===== config.mk =====
export PLATFORM = sky130hd
export DESIGN_NAME = reset_and_bus_id_control
export DESIGN_NICKNAME = d
export VERILOG_FILES = /design/src/rtl/reset_and_bus_id_control.v /design/src/rtl/pin_sync.v
export VERILOG_INCLUDE_DIRS = /design/src /design/src/rtl
export SDC_FILE = /design/constraint.sdc
export NUM_CORES = 1
export LEC_CHECK = 0
export ABC_AREA = 1
export CAP_MARGIN = 20
export CORE_AREA = 2 2 126 79
export DETAILED_ROUTE_END_ITERATION = 10
export DIE_AREA = 0 0 128 81
export DONT_BUFFER_PORTS = 1
export SLEW_MARGIN = 20
export SYNTH_ARGS = -nofsm -noshare
export SYNTH_HDL_FRONTEND = slang
export SYNTH_SLANG_ARGS = --single-unit

===== constraint.sdc =====
create_clock -name clk -period 7.15 [get_ports clk]
set_clock_uncertainty 0.15 [all_clocks]
set_input_delay 0 -clock clk [delete_from_list [all_inputs] [get_ports clk]]
set_output_delay 0 -clock clk [all_outputs]
set_load 0.005 [all_outputs]

===== src/rtl/reset_id_map.vh =====
// Purpose: Offsets, fields, reset values and timing for the reset and bus id bank
// Assumes: 8-bit registers on an I2C-style slave, 100 MHz core clock
// Notes:   Definitions only
`ifndef RESET_ID_MAP_VH
`define RESET_ID_MAP_VH

// ****************************************************************
// Register offsets
// ****************************************************************
`define OFS_BUS_IDENTITY_ADDRESS    8'h00
`define OFS_SOFTWARE_RESET_CONTROL  8'h01

// ****************************************************************
// Field positions
// ****************************************************************
`define FLD_ADDRESS_SOURCE_SELECT   0
`define FLD_CORE_RESET_KEEP_REGS    0
`define FLD_FULL_DIGITAL_RESET      1
`define FLD_VIDEO_INPUT_RESET       4

// ****************************************************************
// Reset values and write mask
// ****************************************************************
`define RST_BUS_IDENTITY_LSB        1'b0
`define RST_SOFTWARE_RESET_CONTROL  8'h00
`define RESET_CTRL_WRITE_MASK       8'h13

// ****************************************************************
// Timing
// ****************************************************************
`define CLK_PERIOD_NS               10
`define RESET_PULSE_NS              80
`define RESET_PULSE_CYC             ((`RESET_PULSE_NS + `CLK_PERIOD_NS - 1) / `CLK_PERIOD_NS)
`define RESET_CNT_W                 4

`endif


===== src/rtl/reset_and_bus_id_control.v =====
// Purpose: Bus identity register and self-clearing software reset register
// Assumes: I2C slave on scl/sda pins oversampled by clk; strap level is a pin
// Notes:   Strap loads once the pin synchroniser has settled
`timescale 1ns/1ps
`default_nettype none
`include "reset_id_map.vh"

module reset_and_bus_id_control (
    input  wire       clk,
    input  wire       rst,
    input  wire [6:0] address_strap_pin,
    input  wire       scl_in,
    input  wire       sda_in,
    output wire       sda_out,
    output wire       sda_oe_n,
    output reg        video_input_reset,
    output reg        full_digital_reset,
    output reg        core_reset_keep_regs,
    output reg        restore_listed_regs,
    output wire [6:0] active_bus_address
);

    // ****************************************************************
    // Pin synchronisers
    // ****************************************************************
    wire [8:0] pins_s;

    pin_sync #(.W(9)) u_sync (
        .clk (clk),
        .rst (rst),
        .d   ({address_strap_pin, scl_in, sda_in}),
        .q   (pins_s)
    );

    wire [6:0] strap_s = pins_s[8:2];
    wire       scl_s   = pins_s[1];
    wire       sda_s   = pins_s[0];

    // ****************************************************************
    // Registers
    // ****************************************************************
    reg  [6:0] own_bus_address_r;
    reg        address_source_select_r;
    reg  [6:0] strap_addr_r;
    reg        strap_loaded_r;
    reg  [`RESET_CNT_W-1:0] pulse_cnt_r;
    reg  [2:0] pulse_kind_r;
    reg  [1:0] sync_wait_r;
    localparam [31:0] PULSE_LOAD = `RESET_PULSE_CYC;

    // strap address unless source select is 1
    assign active_bus_address = address_source_select_r ? own_bus_address_r
                                                        : strap_addr_r;

    // ****************************************************************
    // I2C slave
    // ****************************************************************
    localparam ST_IDLE = 3'd0;
    localparam ST_ADDR = 3'd1;
    localparam ST_AACK = 3'd2;
    localparam ST_DATA = 3'd3;
    localparam ST_DACK = 3'd4;
    localparam ST_READ = 3'd5;
    localparam ST_RACK = 3'd6;
    localparam ST_SKIP = 3'd7;

    reg [2:0] state_r;
    reg       scl_d_r;
    reg       sda_d_r;
    reg [7:0] shift_r;
    reg [3:0] bitcnt_r;
    reg [7:0] ptr_r;
    reg       have_ptr_r;
    reg       rnw_r;
    reg       drive_low_r;
    reg [7:0] rdata_r;

    wire scl_rise = scl_s & ~scl_d_r;
    wire scl_fall = ~scl_s & scl_d_r;
    wire start_c  = scl_s & scl_d_r & sda_d_r & ~sda_s;
    wire stop_c   = scl_s & scl_d_r & ~sda_d_r & sda_s;

    assign sda_out  = 1'b0;
    assign sda_oe_n = ~drive_low_r;

    wire [7:0] reset_reg_view = `RST_SOFTWARE_RESET_CONTROL;

    always @* begin
        case (ptr_r)
            `OFS_BUS_IDENTITY_ADDRESS:
                rdata_r = {own_bus_address_r, address_source_select_r};
            `OFS_SOFTWARE_RESET_CONTROL:
                rdata_r = reset_reg_view;
            default:
                rdata_r = 8'h00;
        endcase
    end

    wire [7:0] byte_in = {shift_r[6:0], sda_s};
    reg        wr_stb;
    reg  [7:0] wr_data;
    reg  [7:0] wr_addr;

    always @(posedge clk or posedge rst) begin
        if (rst) begin
            state_r     <= ST_IDLE;
            scl_d_r     <= 1'b1;
            sda_d_r     <= 1'b1;
            shift_r     <= 8'h00;
            bitcnt_r    <= 4'h0;
            ptr_r       <= 8'h00;
            have_ptr_r  <= 1'b0;
            rnw_r       <= 1'b0;
            drive_low_r <= 1'b0;
            wr_stb      <= 1'b0;
            wr_data     <= 8'h00;
            wr_addr     <= 8'h00;
        end else begin
            scl_d_r <= scl_s;
            sda_d_r <= sda_s;
            wr_stb  <= 1'b0;
            if (start_c) begin
                state_r     <= ST_ADDR;
                bitcnt_r    <= 4'h0;
                drive_low_r <= 1'b0;
            end else if (stop_c) begin
                state_r     <= ST_IDLE;
                drive_low_r <= 1'b0;
            end else begin
                case (state_r)
                    ST_ADDR: begin
                        if (scl_rise) begin
                            shift_r  <= byte_in;
                            bitcnt_r <= bitcnt_r + 4'h1;
                        end else if (scl_fall && bitcnt_r == 4'h8) begin
                            if (shift_r[7:1] == active_bus_address) begin
                                drive_low_r <= 1'b1;
                                rnw_r       <= shift_r[0];
                                have_ptr_r  <= 1'b0;
                                state_r     <= ST_AACK;
                            end else begin
                                state_r <= ST_SKIP;
                            end
                        end
                    end
                    ST_AACK: begin
                        if (scl_fall) begin
                            bitcnt_r <= 4'h0;
                            shift_r  <= rdata_r;
                            if (rnw_r) begin
                                drive_low_r <= ~rdata_r[7];
                                state_r     <= ST_READ;
                            end else begin
                                drive_low_r <= 1'b0;
                                state_r     <= ST_DATA;
                            end
                        end
                    end
                    ST_DATA: begin
                        if (scl_rise) begin
                            shift_r  <= byte_in;
                            bitcnt_r <= bitcnt_r + 4'h1;
                        end else if (scl_fall && bitcnt_r == 4'h8) begin
                            drive_low_r <= 1'b1;
                            state_r     <= ST_DACK;
                            if (!have_ptr_r) begin
                                ptr_r      <= shift_r;
                                have_ptr_r <= 1'b1;
                            end else begin
                                wr_stb  <= 1'b1;
                                wr_addr <= ptr_r;
                                wr_data <= shift_r;
                                ptr_r   <= ptr_r + 8'h01;
                            end
                        end
                    end
                    ST_DACK: begin
                        if (scl_fall) begin
                            drive_low_r <= 1'b0;
                            bitcnt_r    <= 4'h0;
                            state_r     <= ST_DATA;
                        end
                    end
                    ST_READ: begin
                        if (scl_fall) begin
                            bitcnt_r <= bitcnt_r + 4'h1;
                            if (bitcnt_r == 4'h7) begin
                                drive_low_r <= 1'b0;
                                state_r     <= ST_RACK;
                            end else begin
                                shift_r     <= {shift_r[6:0], 1'b0};
                                drive_low_r <= ~shift_r[6];
                            end
                        end
                    end
                    ST_RACK: begin
                        if (scl_rise) begin
                            if (sda_s) begin
                                state_r <= ST_SKIP;
                            end else begin
                                ptr_r <= ptr_r + 8'h01;
                            end
                        end else if (scl_fall) begin
                            bitcnt_r    <= 4'h0;
                            shift_r     <= rdata_r;
                            drive_low_r <= ~rdata_r[7];
                            state_r     <= ST_READ;
                        end
                    end
                    ST_SKIP: begin
                        drive_low_r <= 1'b0;
                    end
                    default: begin
                        state_r <= ST_IDLE;
                    end
                endcase
            end
        end
    end

    // ****************************************************************
    // Register bank and reset pulses
    // ****************************************************************
    wire wr_id  = wr_stb && (wr_addr == `OFS_BUS_IDENTITY_ADDRESS);
    wire wr_rst = wr_stb && (wr_addr == `OFS_SOFTWARE_RESET_CONTROL);
    wire [7:0] rst_bits = wr_data & `RESET_CTRL_WRITE_MASK;
    wire reload = wr_rst &&
        (rst_bits[`FLD_CORE_RESET_KEEP_REGS] || rst_bits[`FLD_FULL_DIGITAL_RESET]);

    always @(posedge clk or posedge rst) begin
        if (rst) begin
            sync_wait_r <= 2'b00;
        end else if (sync_wait_r != 2'b11) begin
            sync_wait_r <= sync_wait_r + 2'b01;
        end
    end

    always @(posedge clk or posedge rst) begin
        if (rst) begin
            own_bus_address_r       <= 7'h00;
            address_source_select_r <= `RST_BUS_IDENTITY_LSB;
            strap_addr_r            <= 7'h00;
            strap_loaded_r          <= 1'b0;
        end else if ((!strap_loaded_r && sync_wait_r == 2'b10) || reload) begin
            own_bus_address_r       <= strap_s;
            strap_addr_r            <= strap_s;
            address_source_select_r <= `RST_BUS_IDENTITY_LSB;
            strap_loaded_r          <= 1'b1;
        end else if (wr_id) begin
            own_bus_address_r       <= wr_data[7:1];
            address_source_select_r <= wr_data[`FLD_ADDRESS_SOURCE_SELECT];
        end
    end

    always @(posedge clk or posedge rst) begin
        if (rst) begin
            pulse_cnt_r          <= {`RESET_CNT_W{1'b0}};
            pulse_kind_r         <= 3'b000;
            video_input_reset    <= 1'b0;
            full_digital_reset   <= 1'b0;
            core_reset_keep_regs <= 1'b0;
            restore_listed_regs  <= 1'b0;
        end else begin
            if (wr_rst && rst_bits != 8'h00) begin
                pulse_cnt_r  <= PULSE_LOAD[`RESET_CNT_W-1:0];
                pulse_kind_r <= {rst_bits[`FLD_VIDEO_INPUT_RESET],
                                 rst_bits[`FLD_FULL_DIGITAL_RESET],
                                 rst_bits[`FLD_CORE_RESET_KEEP_REGS]};
            end else if (pulse_cnt_r != {`RESET_CNT_W{1'b0}}) begin
                pulse_cnt_r <= pulse_cnt_r - 1'b1;
            end else begin
                pulse_kind_r <= 3'b000;
            end
            video_input_reset    <= pulse_kind_r[2];
            full_digital_reset   <= pulse_kind_r[1];
            core_reset_keep_regs <= pulse_kind_r[0];
            restore_listed_regs  <= pulse_kind_r[0];
        end
    end

endmodule // reset_and_bus_id_control

`default_nettype wire


===== src/rtl/pin_sync.v =====
// Purpose: Two-flop synchroniser for a pin level
// Assumes: Input is asynchronous to clk
// Notes:   First stage read only by the second
`timescale 1ns/1ps
`default_nettype none

module pin_sync #(
    parameter W = 1
) (
    input  wire         clk,
    input  wire         rst,
    input  wire [W-1:0] d,
    output reg  [W-1:0] q
);

    reg [W-1:0] meta_r;

    always @(posedge clk or posedge rst) begin
        if (rst) begin
            meta_r <= {W{1'b0}};
            q      <= {W{1'b0}};
        end else begin
            meta_r <= d;
            q      <= meta_r;
        end
    end

endmodule // pin_sync

`default_nettype wire


# ---- Word level (Yosys, flattened, before mapping)
# Cells that the tools add are included.
dict set report totals {
  regBits 91
  in_bits 11
}
dict set report classes {
  n_eq_ne 43
  add_sub_neg 4
  muxes 70
  n_reduce_logical 30
  bitwise_logic 17
}
# cell count
set op_table {}
lappend op_table {{$mux W8} 11}
lappend op_table {{$mux W3} 17}
lappend op_table {{$ne A4 B4 Y1 const B} 11}
lappend op_table {{$mux W4} 8}
lappend op_table {{$pmux W8 S4} 1}
lappend op_table {{$ne A2 B2 Y1 const B} 13}
lappend op_table {{$mux W1} 25}
lappend op_table {{$reduce_and A11 Y1} 2}
lappend op_table {{$mux W7} 3}
lappend op_table {{$pmux W3 S7} 1}
lappend op_table {{$logic_not A8 Y1} 2}
lappend op_table {{$pmux W4 S4} 1}
lappend op_table {{$pmux W8 S2} 1}
lappend op_table {{$reduce_and A7 Y1} 2}
lappend op_table {{$eq A3 B3 Y1 const B} 4}
lappend op_table {{$reduce_and A6 Y1} 2}
lappend op_table {{$not A1 Y1} 10}
lappend op_table {{$ne A3 B3 Y1 const B} 3}
lappend op_table {{$reduce_bool A9 Y1} 1}
lappend op_table {{$add A8 B1 Y8 const B} 1}
lappend op_table {{$eq A8 B1 Y1 const B} 1}
lappend op_table {{$reduce_and A8 Y1} 1}
lappend op_table {{$reduce_bool A2 Y1} 4}
lappend op_table {{$reduce_bool A4 Y1} 2}
lappend op_table {{23 further kinds} 37}

# ---- Logic depth before layout (Yosys ltp)
# Gate-level depths: netlist of run 1.
dict set report depth {
  depth_word 8
  mapped_depth 12
  mapped_depth_nobuf 12
}

# ---- By module
# From an unflattened synthesis of run 1, not the netlist that was laid out.
dict set report hier_totals {
  cells_unflattened 549
  area_unflattened_um2 4471.8
}
# module instances cells_each seq_area_each_um2 area_each_um2
set modules_own_cells {}
lappend modules_own_cells {reset_and_bus_id_control 1 530 1829.3 4017.6}
lappend modules_own_cells {pin_sync 1 19 450.4 454.2}

# ---- Worst setup path after synthesis of run 1
# No wires, ideal clock.
dict set report synth_path {
  path_type {register to register}
  from {register scl_d_r}
  to {register ptr_r[5]}
  path_stages_with_launch 9
  required_time_ns 6.935
  setup_time_ns 0.065
  setup_slack_ns 5.309
  arrival_time_ns 1.626
  n_path_buf 1
  synth_period_minus_slack_ns 1.841
  path_cell_list {dfstp_2 ha_1 nand4_2 nor3_2 a21oi_1 a21oi_2 buf_6 o211ai_2 nand2_1}
}
dict set report synth_between {
  elab_chain_cells 5
  word_cells_on_any_way 15
}
# item line_no
set synth_lines {}
lappend synth_lines {{start: declaration} reset_and_bus_id_control.v:68} ;# reg scl_d_r;
lappend synth_lines {{start signal: assignment} reset_and_bus_id_control.v:119} ;# scl_d_r <= scl_s;
lappend synth_lines {{$and A1 B1 Y1} {reset_and_bus_id_control.v:80, reset_and_bus_id_control.v:81}}
lappend synth_lines {{$and A1 B1 Y1 (on tied branches) (2 in series)} {reset_and_bus_id_control.v:81, reset_and_bus_id_control.v:80}}
lappend synth_lines {{$not A1 Y1 (no source line)} --}
lappend synth_lines {{$reduce_and A7 Y1 (no source line) *} --}
lappend synth_lines {{end signal: assignment} reset_and_bus_id_control.v:167} ;# ptr_r <= shift_r;
lappend synth_lines {{end signal: assignment} reset_and_bus_id_control.v:173} ;# ptr_r <= ptr_r + 8'h01;
lappend synth_lines {{end signal: assignment} reset_and_bus_id_control.v:201} ;# ptr_r <= ptr_r + 8'h01;
lappend synth_lines {{end: declaration} reset_and_bus_id_control.v:72} ;# reg [7:0] ptr_r;
# Mark *: on every way between the ends. The rest lies on a longest branch, timed or not.
# A chain may end at the register's enable or synchronous reset.

# ---- Worst setup path in the final report of run 1
dict set report layout_path {
  from {register scl_d_r}
  to {register ptr_r[6]}
}
# The elaborated chain is that of the path after synthesis.

==> metrics.log, run 1 <==
[metrics] net switching share of the total power: 0.3772
[metrics] Inserted Clock Buffers: 9
[metrics] pin count of the biggest net entering global routing: 69
[metrics] Root Buffer Master: sky130_fd_sc_hd__clkbuf_16
[metrics] Initial Util: 0.4800
[metrics] first-iteration detailed-routing DRC count: ~360
[metrics] final antenna diode count: 0
[metrics] total standard cell area after synthesis: ~4500 um2
[metrics] initial antenna violation count: 0
[metrics] area of the core: 9389 um2
[metrics] setup slack after layout: roughly 4800 ps
[metrics] worst reg2reg setup slack: 4760 ps
[metrics] synthesis-to-finish area growth: 10.77%
[metrics] maxcap violations: 0
[metrics] final critical-path required period: ~2400 ps
[metrics] Most Used Layer, Global Route: met1
[metrics] worst-case setup slack after placement: 4798 ps
[metrics] total vias in the final route: ~3,500
[metrics] number of nets in the synthesized netlist: 552
[metrics] io pins: 24
[metrics] proportion of synthesized chip area in sequential cells: 0.5058
[metrics] number of H-tree levels: 3
[metrics] type of the worst setup path: reg2reg
[metrics] syn avg cell area: 8.487 um2
[metrics] TritonCTS Sinks: 91
[metrics] die boundary width: 128 um
[metrics] total power consumption of the routed design: 1.675 mW
[metrics] part of the power in registers: 0.398
[metrics] overall die height: 81 um
[metrics] fin. max-slew vios: 0
[metrics] Net Sw Power: 632.0 uW
[metrics] count of mapped cells out of synthesis: 531
[metrics] Die Footprint: ~10,000 um2
[metrics] biggest area contributors in the synthesized netlist: sky130_fd_sc_hd__dfrtp_1, sky130_fd_sc_hd__nand2_1, sky130_fd_sc_hd__inv_1
[metrics] upper clock frequency limit: 0.4183 GHz
[metrics] finished layout cell area: 4992 um2
[metrics] required time at the endpoint of the critical path: 7230 ps
[metrics] met3 Resource Use GR: 0.05468
[metrics] Power Density: approximately 340 nW/um2
[metrics] fraction of final layout cells sized beyond drive strength 1: 0.1316
[metrics] aggregate negative setup slack: 0 ps
[metrics] clock slew at the register clock pins of the worst setup and hold paths: 70 ps
[metrics] share of the synthesized area in the top cell type: 0.4942
[metrics] first-pass iteration count of the detailed router: 5
[metrics] post-CTS setup buffer count: 0
[metrics] P_int: 1.043 mW
[metrics] maximum net fanout on the critical path: 13
[metrics] final global-route overflow total: 0
[metrics] count of antenna-violating nets left after detailed routing: 0
[metrics] TritonCTS clock tree: built
[metrics] setup repair after global routing missed its margin: false
[metrics] placement row count: 28
[metrics] Hold Crit Class: in2reg
[metrics] final hold violations: 0
[metrics] number of fillers in the final layout: 873
[metrics] total of buffers placed on input and output ports: 0
[metrics] detailed-route DRC error count: 0
[metrics] final standard cell count with taps included and fillers excluded: 667
[metrics] setup-violating endpoint count in the final report: 0
[metrics] number of warnings reported in the yosys synthesis log: 0
[metrics] total global-route track usage: 0.2059
[metrics] DR vias/cell: 5.222
[metrics] startpoint types: flop
[metrics] HPWL after DPL: 7.256 mm
[metrics] clock insertion delay at the later pin of the skew report: 340 ps
[metrics] result of the run: complete, no violations
[metrics] cell type with the largest total area after synthesis: sky130_fd_sc_hd__dfrtp_1
[metrics] type of destination of the critical path: flop
[metrics] post-synthesis register bit count: 91
[metrics] met1 demand-to-capacity share in global routing: 0.3202
[metrics] met2 track utilization from global routing: 0.2834
[metrics] static leakage: approximately 2.5 nW
[metrics] normalized max-slew margin: 0.4297
[metrics] global-route wire length before repair: 16.35 mm
[metrics] weighted congestion at the end of routability-driven global placement: a little under 0.9
[metrics] cell area after placement: 4583 um2
[metrics] relative contribution of the clock network to total power: 0.289
[metrics] Final Hold Slack: about 63 ps
[metrics] number of cells in the design after placement: 640
[metrics] Final Core Density: 0.5317
[metrics] Arrival @ worst endpoint: 2470 ps
[metrics] slew at the pin with the worst max-slew slack: 855.4 ps
[metrics] vias in the first global route: 3,176
[metrics] Peak supply drop: 0.0001866 V
[metrics] crit share post-route: 0.3344
[metrics] average wire per cell in the routed design: 14.79 um
[metrics] combinational share of power: 0.313
[metrics] Post-Route WL: between 9 and 10 mm
[metrics] CTS max path bufs: 2
[metrics] final layout net count: around 560
[metrics] synth unique cells: 45
-- cells in the mapped netlist, drive strengths merged --
cell / number
a21oi: 14
a22oi: 1
a31oi: 4
a32oi: 1
buf: 10
clkbuf: 2
clkinv: 1
conb: 1
dfrtp: 89
dfstp: 2
ha: 10
inv: 69
nand2: 165
nand3: 29
nand3b: 1
nand4: 7
nor2: 38
nor3: 10
nor3b: 1
o211ai: 9
o21ai: 55
o22ai: 1
o31ai: 1
or2: 4
xnor2: 2
xor2: 4
-- registers in the layout (all words and copies together) (netlist names), 2 cells and up --
name	count
u_sync.meta_r	9
u_sync.q	9
ptr_r	8
shift_r	8
wr_addr	8
wr_data	8
own_bus_address_r	7
strap_addr_r	7
bitcnt_r	4
pulse_cnt_r	4
pulse_kind_r	3
state_r	3
sync_wait_r	2
-- final cells by class --
cell class	count	area [um2]	share of cell area
clock inverters	5	61.31	0.01228
clock buffers	11	242.7	0.04862
well taps	120	150.1	0.03008
multi-input cells	358	1881	0.3767
inverters	70	265.3	0.05313
repair buffers	12	112.6	0.02256
flip-flops and latches	91	2280	0.4566
-- critical path, stage by stage, from the launching register on --
cell and delay (ps):
sky130_fd_sc_hd__dfstp_2 550, sky130_fd_sc_hd__ha_1 260, sky130_fd_sc_hd__nand4_2 180, sky130_fd_sc_hd__nor3_2 280, sky130_fd_sc_hd__a21oi_1 90, sky130_fd_sc_hd__a21oi_2 460, sky130_fd_sc_hd__nand2_1 170, sky130_fd_sc_hd__nand2_1 90
sky130_fd_sc_hd__o21ai_1 60
-- power by group through the flow --
stage                     Clock [mW]  Sequential (mW)  Combinational (mW)
final                          0.484            0.667               0.524
after global routing           0.515            0.677               0.585
after CTS                      0.495            0.665               0.521
after detailed placement           0            0.675               0.513
after global placement             0            0.672               0.507
after floorplan                    0            0.650               0.420
-- repair_timing --
item                                   4_1_cts  5_1_grt
hold buffers                                11        0
resized for setup                            0        0
endpoints found under the hold margin       51        0
-- layer usage --
metal	share of wire	wire length, um
met1	0.55	5405
met2	0.40	3923
met3	0.047	464
met4	0.0076	75
met5	0	0
-- worst paths after layout --
kind,start,end,cells after the start
max in group asynchronous,rst,bitcnt_r[2],3
hold / removal,address_strap_pin[5],u_sync.meta_r[7],1
min in group asynchronous,rst,video_input_reset,3
hold reg to reg,u_sync.meta_r[0],u_sync.q[0],0
setup / recovery,scl_d_r,ptr_r[6],8
setup reg to reg,scl_d_r,ptr_r[6],8
-- cell families after synthesis --
| kind of cell | share of synthesized area |
|---|---|
| XOR/XNOR | 0.01166 |
| other | 0.0008321 |
| AO/OA/AOI/OAI | 0.1177 |
| buffers and inverters | 0.07690 |
| flip-flops | 0.5058 |
| AND/OR/NAND/NOR | 0.2593 |
| adder cells (fa/ha/maj) | 0.02776 |
-- layout by cell type, fill, tap and decap left out, types with 3 or more instances in the layout --
cell type / instances
sky130_fd_sc_hd__dfrtp_1: 89
sky130_fd_sc_hd__xor2_1: 4
sky130_fd_sc_hd__nor2_2: 9
sky130_fd_sc_hd__a31oi_1: 4
sky130_fd_sc_hd__nand4_1: 4
sky130_fd_sc_hd__dlygate4sd3_1: 10
sky130_fd_sc_hd__a21oi_2: 4
sky130_fd_sc_hd__clkbuf_16: 9
sky130_fd_sc_hd__nor2_4: 4
sky130_fd_sc_hd__o21ai_1: 33
sky130_fd_sc_hd__nand2_4: 3
sky130_fd_sc_hd__nor3_1: 9
sky130_fd_sc_hd__a21oi_1: 9
sky130_fd_sc_hd__o21ai_2: 7
sky130_fd_sc_hd__o211ai_1: 7
sky130_fd_sc_hd__o21ai_0: 15
sky130_fd_sc_hd__nor2_1: 25
sky130_fd_sc_hd__nand2_2: 6
sky130_fd_sc_hd__inv_1: 60
sky130_fd_sc_hd__inv_2: 8
sky130_fd_sc_hd__nand2_1: 156
sky130_fd_sc_hd__or2_2: 3
sky130_fd_sc_hd__nand3_1: 28
sky130_fd_sc_hd__ha_1: 10
Power figures use the tool's default switching activity.
==> run 2, diff against run 1 <==
--- a/config.mk
+++ b/config.mk
@@ -12,6 +12,7 @@
 export DETAILED_ROUTE_END_ITERATION = 10
 export DIE_AREA = 0 0 128 81
 export DONT_BUFFER_PORTS = 1
+export PLACE_DENSITY = 0.67
 export SLEW_MARGIN = 20
 export SYNTH_ARGS = -nofsm -noshare
 export SYNTH_HDL_FRONTEND = slang
==> constraint.sdc (replaced) <==
create_clock -name clk -period 1.95 [get_ports clk]
set_clock_uncertainty 0.15 [all_clocks]
set_input_delay 0 -clock clk [delete_from_list [all_inputs] [get_ports clk]]
set_output_delay 0 -clock clk [all_outputs]
set_load 0.005 [all_outputs]
==> run 2 against run 1 <==
Register-to-register slack worse by 4700 ps. Cell count is 7.5% higher. Global-route usage is 1.0 points higher. Setup slack worse by 4700 ps. Utilization is 7.0 points higher. Maximum frequency is 24% higher. Critical endpoint is now ptr_r[5].
==> metrics.log, run 2 (synthesis gave the netlist of run 1 again) <==
[metrics] global-route wire length before repair: 17.01 mm
[metrics] area of the core: 9389 um2
[metrics] Hold Crit Class: in2reg
[metrics] maximum net fanout on the critical path: 8
[metrics] area occupied by multi-input gates: 2033 um2
[metrics] weighted congestion at the end of routability-driven global placement: 0.8869
[metrics] leading cell type in the layout, fill and taps excluded: sky130_fd_sc_hd__nand2_1
[metrics] leading registers by flop count: u_sync.meta_r: 9 flops, u_sync.q: 9 flops
[metrics] Power Density: between 1000 and 1500 nW/um2
[metrics] Critical path origin: scl_d_r
[metrics] maxcap violations: 0
[metrics] setup-violating endpoint count in the final report: 0
[metrics] Arrival @ worst endpoint: 2000 ps
[metrics] fraction of final layout cells sized beyond drive strength 1: 0.2546
[metrics] final antenna diode count: 0
[metrics] aggregate negative setup slack: 0 ps
[metrics] setup repair after global routing missed its margin: true
[metrics] upper clock frequency limit: 0.5206 GHz
[metrics] final layout net count: 613
[metrics] normalized max-slew margin: 0.6658
[metrics] worst-case setup slack after placement: -17.98 ps
[metrics] detailed-route DRC error count: 0
[metrics] final hold violations: 0
[metrics] average wire per cell in the routed design: about 15 um
[metrics] DR vias/cell: approximately 5.2
[metrics] total power consumption of the routed design: 6.566 mW
[metrics] synthesis-to-finish area growth: 25.29%
[metrics] crit share post-route: 0.9851
[metrics] Initial Util: 0.4800
[metrics] HPWL after DPL: 7.773 mm
[metrics] final global-route overflow total: 0
[metrics] clock slew at the register clock pins of the worst setup and hold paths: 70 ps
[metrics] count of antenna-violating nets left after detailed routing: 0
[metrics] worst reg2reg setup slack: 30 ps
[metrics] initial antenna violation count: 0
[metrics] final critical-path required period: between 1500 and 2000 ps
[metrics] first-pass iteration count of the detailed router: 4
[metrics] overall die height: 81 um
[metrics] required time at the endpoint of the critical path: 2030 ps
[metrics] Final Core Density: 0.6014
[metrics] setup slack after layout: between 20 and 30 ps
[metrics] sequential cell area: about 2300 um2
[metrics] Post-Route WL: 10.84 mm
[metrics] number of fillers in the final layout: 783
[metrics] total vias in the final route: 3,760
[metrics] die boundary width: 128 um
[metrics] highest-count cells in the layout ignoring fill and taps: sky130_fd_sc_hd__nand2_1, sky130_fd_sc_hd__dfrtp_1, sky130_fd_sc_hd__inv_1, sky130_fd_sc_hd__buf_4, sky130_fd_sc_hd__o21ai_1
[metrics] Root Buffer Master: sky130_fd_sc_hd__clkbuf_16
[metrics] clock insertion delay at the later pin of the skew report: about 350 ps
[metrics] Peak supply drop: 0.0006556 V
[metrics] io pins: 24
[metrics] first-iteration detailed-routing DRC count: 383
[metrics] type of destination of the critical path: flop
[metrics] Die Footprint: ~10,000 um2
[metrics] static leakage: approximately 2.8 nW
[metrics] total of buffers placed on input and output ports: 0
[metrics] pin count of the biggest net entering global routing: between 40 and 50
[metrics] slew at the pin with the worst max-slew slack: 497.0 ps
[metrics] vias in the first global route: 3,419
[metrics] R2R Path Start: scl_d_r
[metrics] total global-route track usage: 0.2162
[metrics] TritonCTS Sinks: 91
[metrics] type of the worst setup path: reg2reg
[metrics] startpoint types: flop
[metrics] Final Hold Slack: 52.02 ps
[metrics] number of H-tree levels: 3
[metrics] placement row count: 28
[metrics] fin. max-slew vios: 0
[metrics] result of the run: complete, no violations
[metrics] TritonCTS clock tree: built
[metrics] CTS max path bufs: 2
[metrics] hold path startpoint: address_strap_pin[4]
[metrics] Inserted Clock Buffers: 9
[run 2: changes by cell type in the layout (fill, tap and decap cells not counted), moves of 3 or more]
| cell | previous run | this run |
|---|---|---|
| sky130_fd_sc_hd__nand2_1 | 156 | 146 |
| sky130_fd_sc_hd__clkbuf_16 | 9 | 12 |
| sky130_fd_sc_hd__inv_1 | 60 | 55 |
| sky130_fd_sc_hd__ha_4 | 0 | 3 |
| sky130_fd_sc_hd__ha_1 | 10 | 7 |
| sky130_fd_sc_hd__inv_2 | 8 | 12 |
| sky130_fd_sc_hd__nor2_2 | 9 | 12 |
| sky130_fd_sc_hd__nand2_4 | 3 | 6 |
| sky130_fd_sc_hd__buf_12 | 0 | 5 |
| sky130_fd_sc_hd__buf_4 | 1 | 41 |
| sky130_fd_sc_hd__nor2_1 | 25 | 20 |
| sky130_fd_sc_hd__clkinvlp_4 | 0 | 3 |
| sky130_fd_sc_hd__nand2_2 | 6 | 13 |
[run 2: what timing repair did]
item,CTS,global route
hold buffers,11,0
gates resized for setup,2,45
hold endpoints to repair,100,0
gates cloned,0,3
pin swaps,0,19
buffers inserted,0,9
endpoints found under the setup margin,5,29
[run 2: worst paths after layout]
check / endpoint / cells past startpoint
max: ptr_r[5] / 10
min: u_sync.meta_r[6] / 1
max reg2reg: ptr_r[5] / 10
min reg2reg: u_sync.q[1] / 0
max in group asynchronous: u_sync.meta_r[4] / 3
min in group asynchronous: own_bus_address_r[0] / 3
[run 2: cell type report]
cell class / instances / share of cell area
clock buffer: 9 / 0.03988
clock inverter: 7 / 0.01219
inverter: 70 / 0.04808
multi-input combinational: 358 / 0.3601
sequential: 91 / 0.4042
tap: 120 / 0.02659
timing repair buffer: 62 / 0.1090
[run 2: metal layers]
metal | wire length [um] | global-route usage | up-vias
li1 | - | - | 1820
met1 | 5428 | 0.3254 | 1784
met2 | 4567 | 0.3107 | 136
met3 | 675 | 0.05204 | 20
met4 | 170 | 0.06154 | 0
met5 | 0 | 0 | -
[run 2: per-stage QoR]
step | std cells | instance area [um2]
after floorplan | 531 | 4511
after global placement | 678 | 4932
after detailed placement | 678 | 4932
after CTS | 705 | 5341
after global routing | 717 | 5647
final | 717 | 5647
[run 2: report_power, final]
part | internal [mW] | total (mW) | switching, mW
Sequential | 2.16 | 2.44 | 0.279
Clock | 0.895 | 1.69 | 0.799
Combinational | 0.965 | 2.44 | 1.47
Total | 4.02 | 6.57 | 2.55
[run 2: critical path, cell delays in order, from the launching register on]
cell and delay, ps:
sky130_fd_sc_hd__dfstp_2 600, sky130_fd_sc_hd__ha_4 180, sky130_fd_sc_hd__nand3_4 100, sky130_fd_sc_hd__nand2_4 140, sky130_fd_sc_hd__inv_6 60, sky130_fd_sc_hd__a21oi_2 130, sky130_fd_sc_hd__a21oi_2 50, sky130_fd_sc_hd__buf_6 130
sky130_fd_sc_hd__clkbuf_16 150, sky130_fd_sc_hd__o211ai_2 50, sky130_fd_sc_hd__nand2_1 70
